--- config.mk ---
export PLATFORM = sky130hd
export DESIGN_NAME = shw_walker
export DESIGN_NICKNAME = d
export VERILOG_FILES = /design/src/rtl/shw_pkg.sv /design/src/rtl/shw_walker.sv /design/src/rtl/shw_kind_decode.sv /design/src/rtl/shw_len_order.sv
export SDC_FILE = /design/constraint.sdc
export NUM_CORES = 1
export LEC_CHECK = 0
export ABC_AREA = 1
export BUFFER_PORTS_ARGS = -buffer_cell sky130_fd_sc_hd__buf_2
export CAP_MARGIN = 20
export CELL_PAD_IN_SITES_DETAIL_PLACEMENT = 0
export CELL_PAD_IN_SITES_GLOBAL_PLACEMENT = 1
export CORE_MARGIN = 4
export CORE_UTILIZATION = 28
export CTS_CLUSTER_SIZE = 20
export DETAILED_ROUTE_END_ITERATION = 8
export HOLD_SLACK_MARGIN = 0.02
export PLACE_DENSITY_LB_ADDON = 0.08
export SYNTH_ARGS = -nofsm -noshare
export SYNTH_HDL_FRONTEND = slang
export SYNTH_SLANG_ARGS = --single-unit
--- constraint.sdc ---
create_clock -name clk -period 4.1 [get_ports clk]
set_input_delay 1.025 -clock clk [delete_from_list [all_inputs] [get_ports clk]]
set_output_delay 1.025 -clock clk [all_outputs]
set_load 0.01 [all_outputs]
--- src/rtl/shw_pkg.sv ---
/*
 shw_pkg: constants and types shared by the submessage header walker.
 assumes: one 40 MHz clock, synchronous active-high reset, octet stream input.
*/
// Behaviour
// - header is kind, flags, 16-bit length
// - length byte order follows byte order flag
// - elements fill the span after header
// - kinds 0x00..0x7f are protocol-defined
// - kinds 0x80..0xff are vendor-specific, maker-dependent
// - recognise extension, padding, timestamp kinds
// - recognise remaining defined submessage kinds
// - kinds 0x30..0x3f reserved for security
// - flag bit zero is byte order flag
// - zero big-endian, one little-endian
// - other flag bits decoded per kind
// - unused flag bits ignored on receive
// - nonzero length gives next header offset
// - position versus total length decides last
// - zero length on other kinds means last
// - zero length padding/timestamp: next follows header
`default_nettype none
package shw_pkg;
   // ----------------------------------------
   // kind codes
   // ----------------------------------------
   localparam logic [7:0] SHW_HDR_EXTENSION_KIND = 8'h00;
   localparam logic [7:0] SHW_PADDING_KIND = 8'h01;
   localparam logic [7:0] SHW_ACK_NEGATIVE_KIND = 8'h06;
   localparam logic [7:0] SHW_LIVENESS_KIND = 8'h07;
   localparam logic [7:0] SHW_GAP_KIND = 8'h08;
   localparam logic [7:0] SHW_TIMESTAMP_INFO_KIND = 8'h09;
   localparam logic [7:0] SHW_SOURCE_INFO_KIND = 8'h0c;
   localparam logic [7:0] SHW_REPLY_V4_INFO_KIND = 8'h0d;
   localparam logic [7:0] SHW_DEST_INFO_KIND = 8'h0e;
   localparam logic [7:0] SHW_REPLY_INFO_KIND = 8'h0f;
   localparam logic [7:0] SHW_FRAG_NEGATIVE_KIND = 8'h12;
   localparam logic [7:0] SHW_FRAG_LIVENESS_KIND = 8'h13;
   localparam logic [7:0] SHW_SAMPLE_KIND = 8'h15;
   localparam logic [7:0] SHW_SAMPLE_FRAG_KIND = 8'h16;
   localparam logic [7:0] SHW_PROTO_LAST = 8'h7f;
   localparam logic [7:0] SHW_SECURE_FIRST = 8'h30;
   localparam logic [7:0] SHW_SECURE_LAST = 8'h3f;
   // ----------------------------------------
   // flag fields and sizes
   // ----------------------------------------
   localparam logic [7:0] SHW_BYTE_ORDER_MASK = 8'h01;
   localparam logic [7:0] SHW_EXT_FLAG_MASK = 8'hfe;
   localparam logic [7:0] SHW_ACK_FLAG_MASK = 8'h02;
   localparam logic [7:0] SHW_SAMPLE_FLAG_MASK = 8'h1e;
   localparam int SHW_MSG_HDR_OCTETS = 20;
   localparam int SHW_LEN_W = 20;
   // ----------------------------------------
   // classes
   // ----------------------------------------
   typedef enum logic [1:0] {
      SHW_CLS_PROTO,
      SHW_CLS_RESERVED,
      SHW_CLS_VENDOR,
      SHW_CLS_UNKNOWN
   } shw_class_t;
endpackage
`default_nettype wire

--- src/rtl/shw_walker.sv ---
/*
 shw_walker: walks submessage headers of one message and reports each span.
 assumes: upstream presents octets with valid/ready and the total length
 before the first octet; downstream takes sub_valid pulses with no stall.
*/
`timescale 1ns/1ps
`default_nettype none
module shw_walker
   import shw_pkg::*;
#(
   parameter int MSG_HDR_OCTETS = SHW_MSG_HDR_OCTETS,
   parameter int LEN_W = SHW_LEN_W
) (
   input wire logic clk,
   input wire logic srst,
   input wire logic clk_en,
   input wire logic msg_start,
   input wire logic [LEN_W-1:0] msg_len,
   input wire logic [7:0] octet_data,
   input wire logic octet_valid,
   output logic octet_ready,
   output logic sub_valid,
   output logic [7:0] sub_kind_code,
   output logic [7:0] sub_flags,
   output logic byte_order_flag,
   output shw_class_t sub_class,
   output logic sub_known,
   output logic [15:0] sub_span_len,
   output logic [LEN_W-1:0] sub_body_start,
   output logic [LEN_W-1:0] sub_body_len,
   output logic sub_last,
   output logic malformed,
   output logic msg_done
);
   // ----------------------------------------
   // state
   // ----------------------------------------
   typedef enum logic [2:0] {
      SHW_IDLE,
      SHW_SKIP,
      SHW_KIND,
      SHW_FLAGS,
      SHW_LEN0,
      SHW_LEN1,
      SHW_BODY
   } shw_state_t;

   shw_state_t state_q, state_d;
   logic [LEN_W-1:0] pos_q, pos_d;
   logic [LEN_W-1:0] total_q;
   logic [LEN_W-1:0] next_q, next_d;
   logic [7:0] kind_q, flags_q, len0_q;
   // kind is copied at header end so it stands as long as the other fields
   logic [7:0] kind_hold_q;
   logic valid_q, last_q, bad_q, done_q;
   logic [7:0] kflags_q;
   shw_class_t class_q;
   logic known_q;
   logic [15:0] span_q;
   logic [LEN_W-1:0] bstart_q, blen_q;

   // ----------------------------------------
   // decode
   // ----------------------------------------
   shw_class_t dec_class;
   logic dec_known, dec_chain;
   logic [7:0] dec_flags;
   logic [15:0] dec_len;

   shw_kind_decode u_dec (
      .sub_kind_code(kind_q),
      .flags(flags_q),
      .kind_class(dec_class),
      .known_kind(dec_known),
      .zero_len_chain(dec_chain),
      .kind_flags(dec_flags)
   );

   wire logic order_bit = |(flags_q & SHW_BYTE_ORDER_MASK);

   shw_len_order u_len (
      .first_octet(len0_q),
      .second_octet(octet_data),
      .byte_order_flag(order_bit),
      .sub_span_len(dec_len)
   );

   wire logic take = clk_en && octet_valid && octet_ready;
   wire logic [LEN_W-1:0] pos_inc = pos_q + LEN_W'(1);
   wire logic [LEN_W-1:0] remain = total_q - pos_inc; // body octets left after header
   wire logic [LEN_W-1:0] len_ext = LEN_W'(dec_len);
   wire logic len_zero = (dec_len == 16'h0000);
   wire logic span_over = len_ext > remain;
   wire logic at_end = (len_ext == remain) || (len_zero && !dec_chain) ||
                       (len_zero && dec_chain && remain == '0);
   wire logic [LEN_W-1:0] body_len = (len_zero && !dec_chain) ? remain : len_ext;
   wire logic hdr_done = take && state_q == SHW_LEN1;

   assign octet_ready = state_q != SHW_IDLE;

   // ----------------------------------------
   // next state
   // ----------------------------------------
   always_comb begin
      state_d = state_q;
      pos_d = take ? pos_inc : pos_q;
      next_d = next_q;
      case (state_q)
         SHW_IDLE: begin
            if (msg_start) begin
               pos_d = '0;
               state_d = (MSG_HDR_OCTETS == 0) ? SHW_KIND : SHW_SKIP;
            end
         end
         SHW_SKIP: begin
            if (take && pos_inc == LEN_W'(MSG_HDR_OCTETS)) begin
               state_d = SHW_KIND;
            end
         end
         SHW_KIND: begin
            if (take) begin
               state_d = SHW_FLAGS;
            end
         end
         SHW_FLAGS: begin
            if (take) begin
               state_d = SHW_LEN0;
            end
         end
         SHW_LEN0: begin
            if (take) begin
               state_d = SHW_LEN1;
            end
         end
         SHW_LEN1: begin
            if (take) begin
               next_d = pos_inc + body_len;
               if (span_over || at_end) begin
                  state_d = SHW_IDLE;
               end else if (len_zero) begin
                  state_d = SHW_KIND;
               end else begin
                  state_d = SHW_BODY;
               end
            end
         end
         SHW_BODY: begin
            if (take && pos_inc == next_q) begin
               state_d = SHW_KIND;
            end
         end
         default: begin
            state_d = SHW_IDLE;
         end
      endcase
   end

   // ----------------------------------------
   // registers
   // ----------------------------------------
   always_ff @(posedge clk) begin
      if (srst) begin
         state_q <= SHW_IDLE;
         pos_q <= '0;
         next_q <= '0;
         total_q <= '0;
         kind_q <= 8'h00;
         flags_q <= 8'h00;
         len0_q <= 8'h00;
      end else if (clk_en) begin
         state_q <= state_d;
         pos_q <= pos_d;
         next_q <= next_d;
         if (state_q == SHW_IDLE && msg_start) begin
            total_q <= msg_len;
         end
         if (take && state_q == SHW_KIND) begin
            kind_q <= octet_data;
         end
         if (take && state_q == SHW_FLAGS) begin
            flags_q <= octet_data;
         end
         if (take && state_q == SHW_LEN0) begin
            len0_q <= octet_data;
         end
      end
   end

   // report is held until the next header completes; valid pulses once
   always_ff @(posedge clk) begin
      if (srst) begin
         valid_q <= 1'b0;
         last_q <= 1'b0;
         bad_q <= 1'b0;
         done_q <= 1'b0;
         kflags_q <= 8'h00;
         kind_hold_q <= 8'h00;
         class_q <= SHW_CLS_PROTO;
         known_q <= 1'b0;
         span_q <= 16'h0000;
         bstart_q <= '0;
         blen_q <= '0;
      end else if (clk_en) begin
         valid_q <= hdr_done && !span_over;
         done_q <= hdr_done && (span_over || at_end);
         if (state_q == SHW_IDLE && msg_start) begin
            bad_q <= 1'b0;
         end else if (hdr_done && span_over) begin
            bad_q <= 1'b1;
         end
         if (hdr_done) begin
            last_q <= at_end && !span_over;
            kflags_q <= dec_flags | (flags_q & SHW_BYTE_ORDER_MASK);
            kind_hold_q <= kind_q;
            class_q <= dec_class;
            known_q <= dec_known;
            span_q <= dec_len;
            bstart_q <= pos_inc;
            blen_q <= body_len;
         end
      end
   end

   assign sub_valid = valid_q;
   assign sub_kind_code = kind_hold_q;
   assign sub_flags = kflags_q;
   assign byte_order_flag = kflags_q[0];
   assign sub_class = class_q;
   assign sub_known = known_q;
   assign sub_span_len = span_q;
   assign sub_body_start = bstart_q;
   assign sub_body_len = blen_q;
   assign sub_last = last_q;
   assign malformed = bad_q;
   assign msg_done = done_q;
endmodule // shw_walker
`default_nettype wire

--- src/rtl/shw_kind_decode.sv ---
/*
 shw_kind_decode: classifies a kind code and masks its flags.
 assumes: combinational use inside the walker.
*/
`timescale 1ns/1ps
`default_nettype none
module shw_kind_decode
   import shw_pkg::*;
(
   input wire logic [7:0] sub_kind_code,
   input wire logic [7:0] flags,
   output shw_class_t kind_class,
   output logic known_kind,
   output logic zero_len_chain,
   output logic [7:0] kind_flags
);
   // ----------------------------------------
   // classification
   // ----------------------------------------
   wire logic is_vendor = sub_kind_code > SHW_PROTO_LAST;
   wire logic is_secure = (sub_kind_code >= SHW_SECURE_FIRST) &&
                          (sub_kind_code <= SHW_SECURE_LAST);
   wire logic is_pad_ts = (sub_kind_code == SHW_PADDING_KIND) ||
                          (sub_kind_code == SHW_TIMESTAMP_INFO_KIND);
   assign known_kind = (sub_kind_code == SHW_HDR_EXTENSION_KIND) || is_pad_ts ||
                       (sub_kind_code == SHW_ACK_NEGATIVE_KIND) ||
                       (sub_kind_code == SHW_LIVENESS_KIND) ||
                       (sub_kind_code == SHW_GAP_KIND) ||
                       (sub_kind_code == SHW_SOURCE_INFO_KIND) ||
                       (sub_kind_code == SHW_REPLY_V4_INFO_KIND) ||
                       (sub_kind_code == SHW_DEST_INFO_KIND) ||
                       (sub_kind_code == SHW_REPLY_INFO_KIND) ||
                       (sub_kind_code == SHW_FRAG_NEGATIVE_KIND) ||
                       (sub_kind_code == SHW_FRAG_LIVENESS_KIND) ||
                       (sub_kind_code == SHW_SAMPLE_KIND) ||
                       (sub_kind_code == SHW_SAMPLE_FRAG_KIND);
   assign kind_class = is_vendor ? SHW_CLS_VENDOR :
                       is_secure ? SHW_CLS_RESERVED :
                       known_kind ? SHW_CLS_PROTO : SHW_CLS_UNKNOWN;
   assign zero_len_chain = is_pad_ts;
   // ----------------------------------------
   // per-kind flag meaning; unused bits forced low
   // ----------------------------------------
   wire logic [7:0] kmask = (sub_kind_code == SHW_HDR_EXTENSION_KIND) ? SHW_EXT_FLAG_MASK :
                            (sub_kind_code == SHW_ACK_NEGATIVE_KIND) ? SHW_ACK_FLAG_MASK :
                            (sub_kind_code == SHW_SAMPLE_KIND) ? SHW_SAMPLE_FLAG_MASK :
                            (is_vendor ? ~SHW_BYTE_ORDER_MASK : 8'h00);
   assign kind_flags = flags & kmask;
endmodule // shw_kind_decode
`default_nettype wire

--- src/rtl/shw_len_order.sv ---
/*
 shw_len_order: assembles the 16-bit length by the byte order flag.
 assumes: octets given in wire order.
*/
`timescale 1ns/1ps
`default_nettype none
module shw_len_order
   import shw_pkg::*;
(
   input wire logic [7:0] first_octet,
   input wire logic [7:0] second_octet,
   input wire logic byte_order_flag,
   output logic [15:0] sub_span_len
);
   assign sub_span_len = byte_order_flag ? {second_octet, first_octet} :
                                           {first_octet, second_octet};
endmodule // shw_len_order
`default_nettype wire

==> results.md, run 1 <==
* Status: completed
* Critical Path Source Type: flop
* GRT Util Overall at around a fifth
* CP endpoint kind: flop
* Count of cell types in the netlist at 49
* Post-Syn Instances at about 1,700
* Boundary Pins at between 100 and 150
* Worst hold stages at 2
* Pwr Density at approximately 330 nW/um^2
* Row count at slightly above 70
* Maximum fanout along the worst path at 5
* Sequential area share after synthesis at 30.5%
* Lkg Pwr at about 7.2 nW
* FF-to-FF End: next_q[19]
* DRC at 0
* Post-route ant nets at 0
* First-pass GRT wire length at 67.7 mm
* TritonCTS clock tree: built
* Fillers at roughly 4,300
* HP Class: flop to flop
* Slew Limit Headroom at a little under two fifths
* Placed Area at 13,400 sq um
* Slowest-stage cell, CP: dfxtp_2
* Max cap viols at 0
* Number of synthesized register bits at between 150 and 200
* Grt total ovfl at 0
* Setup Viol. Count Final at 0
* # diodes at 0
* Actual slew at the worst max-slew pin at roughly 910 ps
* Placed cells at between 2,000 and 2,500
* Post-Route WL at 45.0 mm
* Synthesized area per cell at 6.36 sq um
* Final Hold Viols at 0
* WS Path Type: flop to flop
* Maximum clock path buffer count at 2
* Worst-path clk slew at roughly 60 ps
* Setup ws final at roughly 150 ps
* Root buffer cell: clkbuf_16
* Clock skew at roughly 24 ps
* Crit-path leading delay family: simple AND/OR/NAND/NOR gates
* Port buffer count at between 100 and 150
* DRT iter0 DRCs at between 700 and 800
* Period utilization at 96.4%
* Max incr delay on CP at ~360 ps
* Reg2reg start: pos_q[0]
* Post-synth EDFFs at 0
* CTS buffer count at 17
* Dpl ws at -238 ps
* Finished Layout Cells at 2,520
* Via-per-instance ratio at ~4.7
* RePlAce Congestion at 0.871
* Synth warn at 0
* Hold Crit Start: malformed
* Final nets at 2,062
* Hold_buf cts at 0
* Initial antenna violation count at 0
* Largest net degree at the start of global routing at between 150 and 200
* Clock latency on the worst-skew pair at between 400 and 500 ps
* H-tree depth at 4
* Worst reg-to-reg path cell count at 29
* Routed length per instance at ~18 microns
* Cell depth of the worst setup path at 29
* Cell taking the most area after synthesis: dfxtp_1
* Die area at approximately 42,000 sq um
* Met1 usage at 31.2%
* Final HPWL DP at 35.2 mm
* WHS Endpoint: malformed
* Fmax at ~250 MHz
* Unrepaired setup endpoints after global routing: true
* Core area at about 38,000 sq um
* 1st-pass router iterations at 5
* Clk sinks at around 170
* Async SR Flop Fraction at 0%
* Met3 GRT Util at under 10%
* DIE WIDTH at approximately 210 microns
* Req. time, crit path at between 4000 and 5000 ps
* Post-Syn Nets at between 1,500 and 2,000
* Post-layout util at about two fifths
* Critical path buffers and inverters at 7
* Final Max Slew Viols at 0
* Busiest grt layer: met2
* Critical Path AT at roughly 4300 ps
* Vias at around 12,000
* Starting Density at around 29%
* Period minus WS final at 3950 ps
* Vias in the first global route at 11,200
* FF-to-FF setup slack at around 150 ps
* Setup_tns at 0 ps
* Cell area after layout at around 15,000 sq um
* M2 GR Usage at about a third
* Dominant synthesized flop cell: dfxtp_1
* Area growth, synth to finish at 33.1%
* Maximum vdd drop at 0.315 mV
* Share of layout cells above drive strength 1 at about 28%
* Synth Cell Area at roughly 11,000 sq um
* Die Height at between 200 and 250 microns
* Area share of the leading cell type in the synthesized netlist at between 30% and 40%
* Area contributors post-synth: dfxtp_1 (31%), nand2_1 (14%), inv_1 (7.9%)
## state kept, by name (all words and copies together) (netlist names)
signal	flops
sub_last	1
kind_q	8
malformed	1
msg_done	1
total_q	20
len0_q	8
sub_flags	8
flags_q	8
sub_span_len	16
pos_q	20
sub_valid	1
sub_class	2
sub_body_start	20
next_q	20
sub_known	1
sub_kind_code	8
state_q	3
sub_body_len	20
## how the worst max path moves through the flow
stage / from / to
after floorplan: octet_data[1] / next_q[18]
after global placement: octet_data[7] / next_q[18]
after detailed placement: octet_data[2] / next_q[18]
after CTS: pos_q[0] / sub_valid
after global routing: pos_q[0] / next_q[19]
final: pos_q[0] / next_q[19]
## tightest hold or removal path, delay by kind of cell, from the launching register on
| family | cells | cell delay [ps] |
|---|---|---|
| buffers and inverters | 1 | 50 |
| AOI/OAI and AO/OA | 1 | 60 |
| DFF | 1 | 310 |
## synth_stat cells, drive strengths merged, types with 17 or more instances
library cell / instances
nand2: 446
inv: 239
o21ai: 168
dfxtp: 166
nor2: 165
nand3: 152
a21oi: 148
clkbuf: 42
nand4: 33
ha: 29
xor2: 23
buf: 20
o211ai: 17
## per-layer routing
metal,up-vias,routed length (microns)
met5,-,0
met4,0,862
met3,42,1870
met2,263,19700
met1,5497,22600
li1,6142,-
## logic make-up (layout without fill, tap and decap cells)
kind of cell               count (synthesis)  count (layout)  share of synthesized area, %
adders and majority gates                 32              32                          3.80
and+or+nand+nor                          826             826                          34.9
buffers and inverters                    303             600                          10.8
AOI/OAI and AO/OA                        354             354                          17.4
xor gates and xnor gates                  31              31                          2.56
DFF                                      166             166                          30.5
## cell type report
type                            count  area, sq um  share of cell area (%)
Inverter                          241          906                    6.25
Multi-Input combinational cell   1243         6840                    47.2
Tap cell                          511          639                    4.41
Clock buffer                       22          474                    3.27
Timing Repair Buffer              329         2240                    15.4
Clock inverter                      8         75.1                   0.518
Sequential cell                   166         3330                    23.0
## layout by cell type (no fill, tap or decap), types with 12 or more instances in the layout
cell type,count
buf_4,207
nand4_1,32
inv_1,225
ha_1,21
xor2_1,20
a21oi_2,12
inv_2,13
nand3_1,118
dfxtp_1,163
a21oi_1,135
nand2_1,381
nand3_2,33
o21ai_1,18
o21ai_0,146
o211ai_1,17
nor2_2,25
nor2_1,121
nand2_2,61
buf_2,113
nor2_4,18
clkbuf_16,17
## power by group
part	switching [mW]	internal, mW	leakage [nW]
registers	0.0317	1.65	1.34
logic	0.934	0.598	5.61
clock network	0.731	0.876	0.272
## stage by stage
| step | hold slack (ps) | total power [mW] |
|---|---|---|
| 4_1_cts | 453 | 4.76 |
| 6_report | 456 | 4.82 |
| 2_1_floorplan | 428 | 2.51 |
| 3_5_place_dp | 441 | 3.12 |
| 3_3_place_gp | 445 | 3.13 |
| 5_1_grt | 462 | 5.11 |
## what timing repair did
item                                    CTS  global route
cloned                                    0             0
pin swaps                                 1            53
gates resized for setup                   9           118
buffers inserted                          0             9
endpoints found under the setup margin    8            17
Note: power is estimated with default switching activity, not from simulation.
==> run 2, diff against run 1 <==
- MAX_ROUTING_LAYER: not set -> met4
==> run 2 against run 1 <==
- worst setup slack better by 4.4 ps
- cell count unchanged
- worst hold slack worse by 1.6 ps
- via count hardly changed
- core utilization about the same
- non-clock buffer count stayed put
- first-iteration DRC count is 1.9% lower
- die area is the same
- register-to-register slack barely moved
- routed wire length is essentially flat
- fmax increased by 0.11%
- total power is essentially flat
- critical endpoint unchanged
- largest cell class unchanged
==> results.md, run 2 (same netlist as run 1, synthesis figures left out) <==
* Status: completed (unchanged)
* Vias at 11,900 (about the same)
* Seq pwr share at 34.8% (about the same)
* Pwr Density at 332 nW/um^2 (about the same)
* Worst-path clk slew at 60 ps (about the same)
* DRT iter0 DRCs at 772 (was 787)
* Maximum clock path buffer count at 2 (unchanged)
* Setup ws final at 152 ps (was 147 ps)
* Switch share at 35.2% (about the same)
* RePlAce Congestion at 0.886 (was 0.871)
* Starting Density at 28.6% (unchanged)
* Clk sinks at 166 (unchanged)
* Max incr delay on CP at 370 ps (was 360 ps)
* Slowest-stage cell, CP: dfxtp_2 (unchanged)
* Reg area at 3330 sq um (unchanged)
* Most common cell after layout, fill and taps aside: nand2_1 (unchanged)
* Area growth, synth to finish at 33.2% (was 33.1%)
* Logic pwr share at 31.9% (was 31.8%)
* Post-route ant nets at 0 (unchanged)
* Hold_buf cts at 0 (unchanged)
* Fillers at 4,287 (was 4,289)
* Sw Pwr at 1.69 mW (was 1.70 mW)
* Routed length per instance at 17.9 microns (about the same)
* # diodes at 0 (unchanged)
* First-pass GRT wire length at 67.8 mm (was 67.7 mm)
* Final HPWL DP at 35.2 mm (unchanged)
* Fmax at 253 MHz (about the same)
* Actual slew at the worst max-slew pin at 916 ps (was 915 ps)
* Hold Crit Start: malformed (unchanged)
* Cell depth of the worst setup path at 29 (unchanged)
* Port buffer count at 113 (unchanged)
* Core area at 38,000 sq um (unchanged)
* Clock skew at 30.6 ps (was 24.0 ps)
* Worst reg-to-reg path cell count at 29 (unchanged)
* HP Class: flop to flop (unchanged)
* Max cap viols at 0 (unchanged)
* Cell-internal power at 3.12 mW (about the same)
* Final nets at 2,062 (unchanged)
* Multi-input logic area at 6850 sq um (was 6840 sq um)
* Clock power frac at 33.3% (was 33.4%)
* H-tree depth at 4 (unchanged)
* Lkg Pwr at 7.22 nW (about the same)
* Initial antenna violation count at 0 (unchanged)
* Slew Limit Headroom at 38.3% (was 38.4%)
* Req. time, crit path at 4450 ps (about the same)
* Vias in the first global route at 11,200 (about the same)
* WHS Endpoint: malformed (unchanged)
* FF-to-FF End: next_q[19] (unchanged)
* Dpl ws at -238 ps (unchanged)
* WS Path Type: flop to flop (unchanged)
* Root buffer cell: clkbuf_16 (unchanged)
* TritonCTS clock tree: built (unchanged)
* Largest net degree at the start of global routing at 155 (unchanged)
* Commonest cells after routing, fill and taps aside: nand2_1 (380), inv_1 (224), buf_4 (207) (was nand2_1 (381), inv_1 (225), buf_4 (207))
* Row count at 71 (unchanged)
* Clock latency on the worst-skew pair at 470 ps (about the same)
* Share of layout cells above drive strength 1 at 28.1% (was 28.0%)
* FF-to-FF setup slack at 150 ps (about the same)
* Critical Path Source Type: flop (unchanged)
* Worst hold stages at 2 (unchanged)
* DIE WIDTH at 205 microns (unchanged)
* Maximum vdd drop at 0.314 mV (was 0.315 mV)
* Die area at 42,100 sq um (unchanged)
* Grt total ovfl at 0 (unchanged)
* Period utilization at 96.3% (was 96.4%)
* Unrepaired setup endpoints after global routing: true (unchanged)
* Crit-path leading delay family: simple AND/OR/NAND/NOR gates (unchanged)
* Post-Route WL at 45.0 mm (about the same)
* Via-per-instance ratio at 4.74 (about the same)
* Boundary Pins at 114 (unchanged)
* CTS buffer count at 17 (unchanged)
* Critical path buffers and inverters at 7 (unchanged)
* Setup Viol. Count Final at 0 (unchanged)
* Final Max Slew Viols at 0 (unchanged)
* 1st-pass router iterations at 8 (was 5)
* Period minus WS final at 3950 ps (about the same)
* Setup_tns at 0 ps (unchanged)
* CP endpoint kind: flop (unchanged)
* Critical Path AT at 4300 ps (about the same)
* Reg2reg start: pos_q[0] (unchanged)
* Die Height at 205 microns (unchanged)
* Maximum fanout along the worst path at 5 (unchanged)
* DRC at 0 (unchanged)
* Final Hold Viols at 0 (unchanged)
* GRT Util Overall at 21.9% (was 21.3%)
==> run 2: cell count changes in the layout (fill, tap and decap cells not counted) <==
cell     before  now
nand3_1     118  117
nand3_2      33   34
nand2_1     381  380
inv_2        13   14
inv_1       225  224
nand2_2      61   62
==> run 2: layout make-up <==
cell class / instances / share of cell area, %
Clock buffer: 22 / 3.27
Tap cell: 511 / 4.41
Sequential cell: 166 / 22.9
Timing Repair Buffer: 329 / 15.4
Inverter: 241 / 6.24
Clock inverter: 8 / 0.517
Multi-Input combinational cell: 1243 / 47.2
==> run 2: worst max path at each step <==
stage	from	endpoint	slack [ps]
2_1_floorplan	octet_data[1]	next_q[18]	30
3_3_place_gp	octet_data[7]	next_q[18]	-260
3_5_place_dp	octet_data[2]	next_q[18]	-240
4_1_cts	pos_q[0]	sub_valid	-3
5_1_grt	pos_q[0]	next_q[19]	-140
6_report	pos_q[0]	next_q[19]	150
==> run 2: worst register-to-register path, delay by kind of cell, from the launching register on <==
family | cells | cell delay (ps)
xor gates and xnor gates | 1 | 230
adders and majority gates | 2 | 650
buffers and inverters | 7 | 760
DFF | 1 | 370
and+or+nand+nor | 19 | 1860
==> run 2: stage by stage <==
step	hold WS (ps)	cell area [sq um]	std cells	util (%)	power, mW
after CTS	453	14000	2511	36.9	4.76
after floorplan	428	10900	1712	-	2.51
after global placement	445	13400	2481	35.3	3.13
final	454	14500	2520	38.2	4.82
after global routing	462	14500	2520	38.2	5.11
after detailed placement	441	13400	2481	35.3	3.12
==> run 2: layer usage <==
metal  wire length [microns]  vias to the layer above  track usage (%)
li1                        -                     6142                -
met1                   22700                     5530             31.4
met2                   19700                      222             32.9
met3                    1650                       42             2.76
met4                     952                        0             5.43
met5                       0                        -                -
==> run 2: power by group through the flow <==
stage	combinational [mW]	clock [mW]	sequential (mW)
after global placement	1.41	0	1.71
after global routing	1.71	1.72	1.68
final	1.53	1.60	1.68
after CTS	1.42	1.66	1.68
after detailed placement	1.41	0	1.71
after floorplan	0.812	0	1.70
==> run 2: what timing repair did <==
action	CTS	global route
resized for setup	9	121
pin swaps	1	55
setup buffers	0	9
endpoints found under the setup margin	8	17
==> run 3, diff against run 2 <==
- clock period: 4.1 -> 3.25 ns (I/O delays scaled with it)
==> run 3 against run 2 <==
- the flow now finishes with violations (setup timing)
- global-route usage up 1.7 points
- cell area up 19%
- worst setup slack worse by 680 ps
- non-clock buffer count up 204
- die area unchanged
- worst hold slack better by 6.4 ps
- register-to-register slack worse by 680 ps
==> results.md, run 3 (same netlist as run 1, synthesis figures left out) <==
* Status: finished with violations (was completed)
* Failing checks: setup timing
* Critical Path Source Type: flop (unchanged)
* Finished Layout Cells at 2,726 (was 2,520)
* CP endpoint kind: flop (unchanged)
* H-tree depth at 4 (unchanged)
* Cell area after layout at 17,300 sq um (was 14,500 sq um)
* Setup ws final at -532 ps (was 152 ps)
* WS Path Type: flop to flop (unchanged)
* Routed length per instance at 18.0 microns (was 17.9 microns)
* Max cap viols at 0 (unchanged)
* Pwr Density at 404 nW/um^2 (was 332 nW/um^2)
* Area growth, synth to finish at 58.6% (was 33.2%)
* Maximum vdd drop at 0.344 mV (was 0.314 mV)
* Die Height at 205 microns (unchanged)
* FF-to-FF End: next_q[19] (unchanged)
* Slew Limit Headroom at 44.5% (was 38.3%)
* DRC at 0 (unchanged)
* Row count at 71 (unchanged)
* Hold_buf cts at 0 (unchanged)
* Initial antenna violation count at 1 (was 0)
* Crit-path leading delay family: simple AND/OR/NAND/NOR gates (unchanged)
* Period utilization at 116% (was 96.3%)
* Critical path buffers and inverters at 3 (was 7)
* Clock latency on the worst-skew pair at 470 ps (about the same)
* Actual slew at the worst max-slew pin at 832 ps (was 916 ps)
* FF-to-FF setup slack at -530 ps (was 150 ps)
* Placed Area at 14,700 sq um (was 13,400 sq um)
* Largest net degree at the start of global routing at 155 (unchanged)
* 1st-pass router iterations at 6 (was 8)
* CP startpoint: pos_q[1] (was pos_q[0])
* Share of layout cells above drive strength 1 at 41.4% (was 28.1%)
* Clock skew at 16.0 ps (was 30.6 ps)
* Unrepaired setup endpoints after global routing: true (unchanged)
* Final HPWL DP at 38.3 mm (was 35.2 mm)
* Commonest cells after routing, fill and taps aside: buf_4 (383), nand2_1 (327), inv_1 (214) (was nand2_1 (380), inv_1 (224), buf_4 (207))
* Req. time, crit path at 3600 ps (was 4450 ps)
* DRT iter0 DRCs at 865 (was 772)
* Reg2reg start: pos_q[1] (was pos_q[0])
* Slowest-stage cell, CP: dfxtp_4 (was dfxtp_2)
* Starting Density at 28.6% (unchanged)
* Worst-path clk slew at 80 ps (was 60 ps)
* Fmax at 264 MHz (was 253 MHz)
* Die area at 42,100 sq um (unchanged)
* Worst reg-to-reg path cell count at 27 (was 29)
* Vias at 12,900 (was 11,900)
* Post-layout util at 45.5% (was 38.2%)
* Maximum clock path buffer count at 2 (unchanged)
* CTS buffer count at 17 (unchanged)
* Placed cells at 2,631 (was 2,481)
* HP Class: flop to flop (unchanged)
* Clk sinks at 166 (unchanged)
* WHS Endpoint: sub_flags[7] (was malformed)
* Boundary Pins at 114 (unchanged)
* Grt total ovfl at 0 (unchanged)
* Setup Viol. Count Final at 21 (was 0)
* TritonCTS clock tree: built (unchanged)
* Most common cell after layout, fill and taps aside: buf_4 (was nand2_1)
* GRT Util Overall at 23.6% (was 21.9%)
* Final Hold Viols at 0 (unchanged)
* DIE WIDTH at 205 microns (unchanged)
* Final Max Slew Viols at 0 (unchanged)
* Reg area at 3340 sq um (was 3330 sq um)
* Root buffer cell: clkbuf_16 (unchanged)
* Worst hold stages at 2 (unchanged)
* Period minus WS final at 3780 ps (was 3950 ps)
* Max incr delay on CP at 390 ps (was 370 ps)
* Fillers at 4,042 (was 4,287)
* RePlAce Congestion at 0.920 (was 0.886)
* Post-Route WL at 49.1 mm (was 45.0 mm)
* Port buffer count at 113 (unchanged)
* Vias in the first global route at 12,400 (was 11,200)
* Via-per-instance ratio at 4.73 (was 4.74)
* Multi-input logic area at 7850 sq um (was 6850 sq um)
* Most used cell, CP: nand2_4
* Final nets at 2,266 (was 2,062)
* Hold Crit Start: flags_q[7] (was malformed)
* First-pass GRT wire length at 72.7 mm (was 67.8 mm)
* Core area at 38,000 sq um (unchanged)
* Lkg Pwr at 8.55 nW (was 7.22 nW)
* Post-route ant nets at 0 (unchanged)
* Critical Path AT at 4130 ps (was 4300 ps)
* Maximum fanout along the worst path at 6 (was 5)
[run 3: cell types whose count changed in the layout (fill, tap and decap cells not counted), moves of 11 or more]
| cell | change |
|---|---|
| nand3_4 | +14 |
| nand2_4 | +25 |
| o21ai_0 | -14 |
| nand2_2 | +27 |
| buf_4 | +176 |
| buf_6 | +26 |
| nand2_1 | -53 |
| nand3_2 | +11 |
| ha_4 | +12 |
| nand3_1 | -25 |
[run 3: layout make-up]
type                       count  area share (%)
sequential                   166            19.3
clock buffer                  17            2.46
multi-input combinational   1243            45.4
clock inverter                14            1.23
antenna                        1          0.0145
tap                          511            3.70
inverter                     241            5.29
timing repair buffer         533            22.6
[run 3: layer usage]
metal | vias to the layer above | wire length, microns | global-route usage [%]
met3 | 61 | 2000 | 2.95
met1 | 5998 | 23800 | 32.8
met5 | - | 0 | -
li1 | 6557 | - | -
met4 | 0 | 1590 | 8.35
met2 | 276 | 21800 | 35.3
[run 3: repair_timing]
item / CTS / global route
gates resized for setup: 165 / 171
endpoints found under the setup margin: 27 / 30
setup buffers: 38 / 28
cloned: 1 / 0
pin swaps: 90 / 106
[run 3: worst max-delay path by stage]
| stage | endpoint | slack [ps] | cells past startpoint |
|---|---|---|---|
| floorplan | next_q[18] | -520 | 30 |
| global placement | next_q[18] | -970 | 31 |
| detailed placement | next_q[18] | -980 | 31 |
| CTS | next_q[19] | -530 | 25 |
| global route | next_q[19] | -790 | 27 |
| finish | next_q[19] | -530 | 27 |
[run 3: per-stage QoR]
stage	hold slack, ps	power [mW]	setup TNS [ps]	worst slack (ps)
after floorplan	427	3.18	-4150	-517
after global placement	448	4.12	-16520	-972
after detailed placement	448	4.13	-17240	-975
after CTS	459	6.78	-7760	-527
after global routing	497	7.36	-12010	-794
final	461	6.97	-7150	-532
[run 3: power by group]
group	switching, mW	internal, mW	leakage, nW
Sequential	0.0372	2.07	1.34
Clock	1.01	1.31	0.313
Combinational	1.43	1.11	6.89
[run 3: worst min-delay path, cell delays in order, from the launching register on]
cell and delay [ps]:
dfxtp_1 310, nand2_1 60, a21oi_1 50
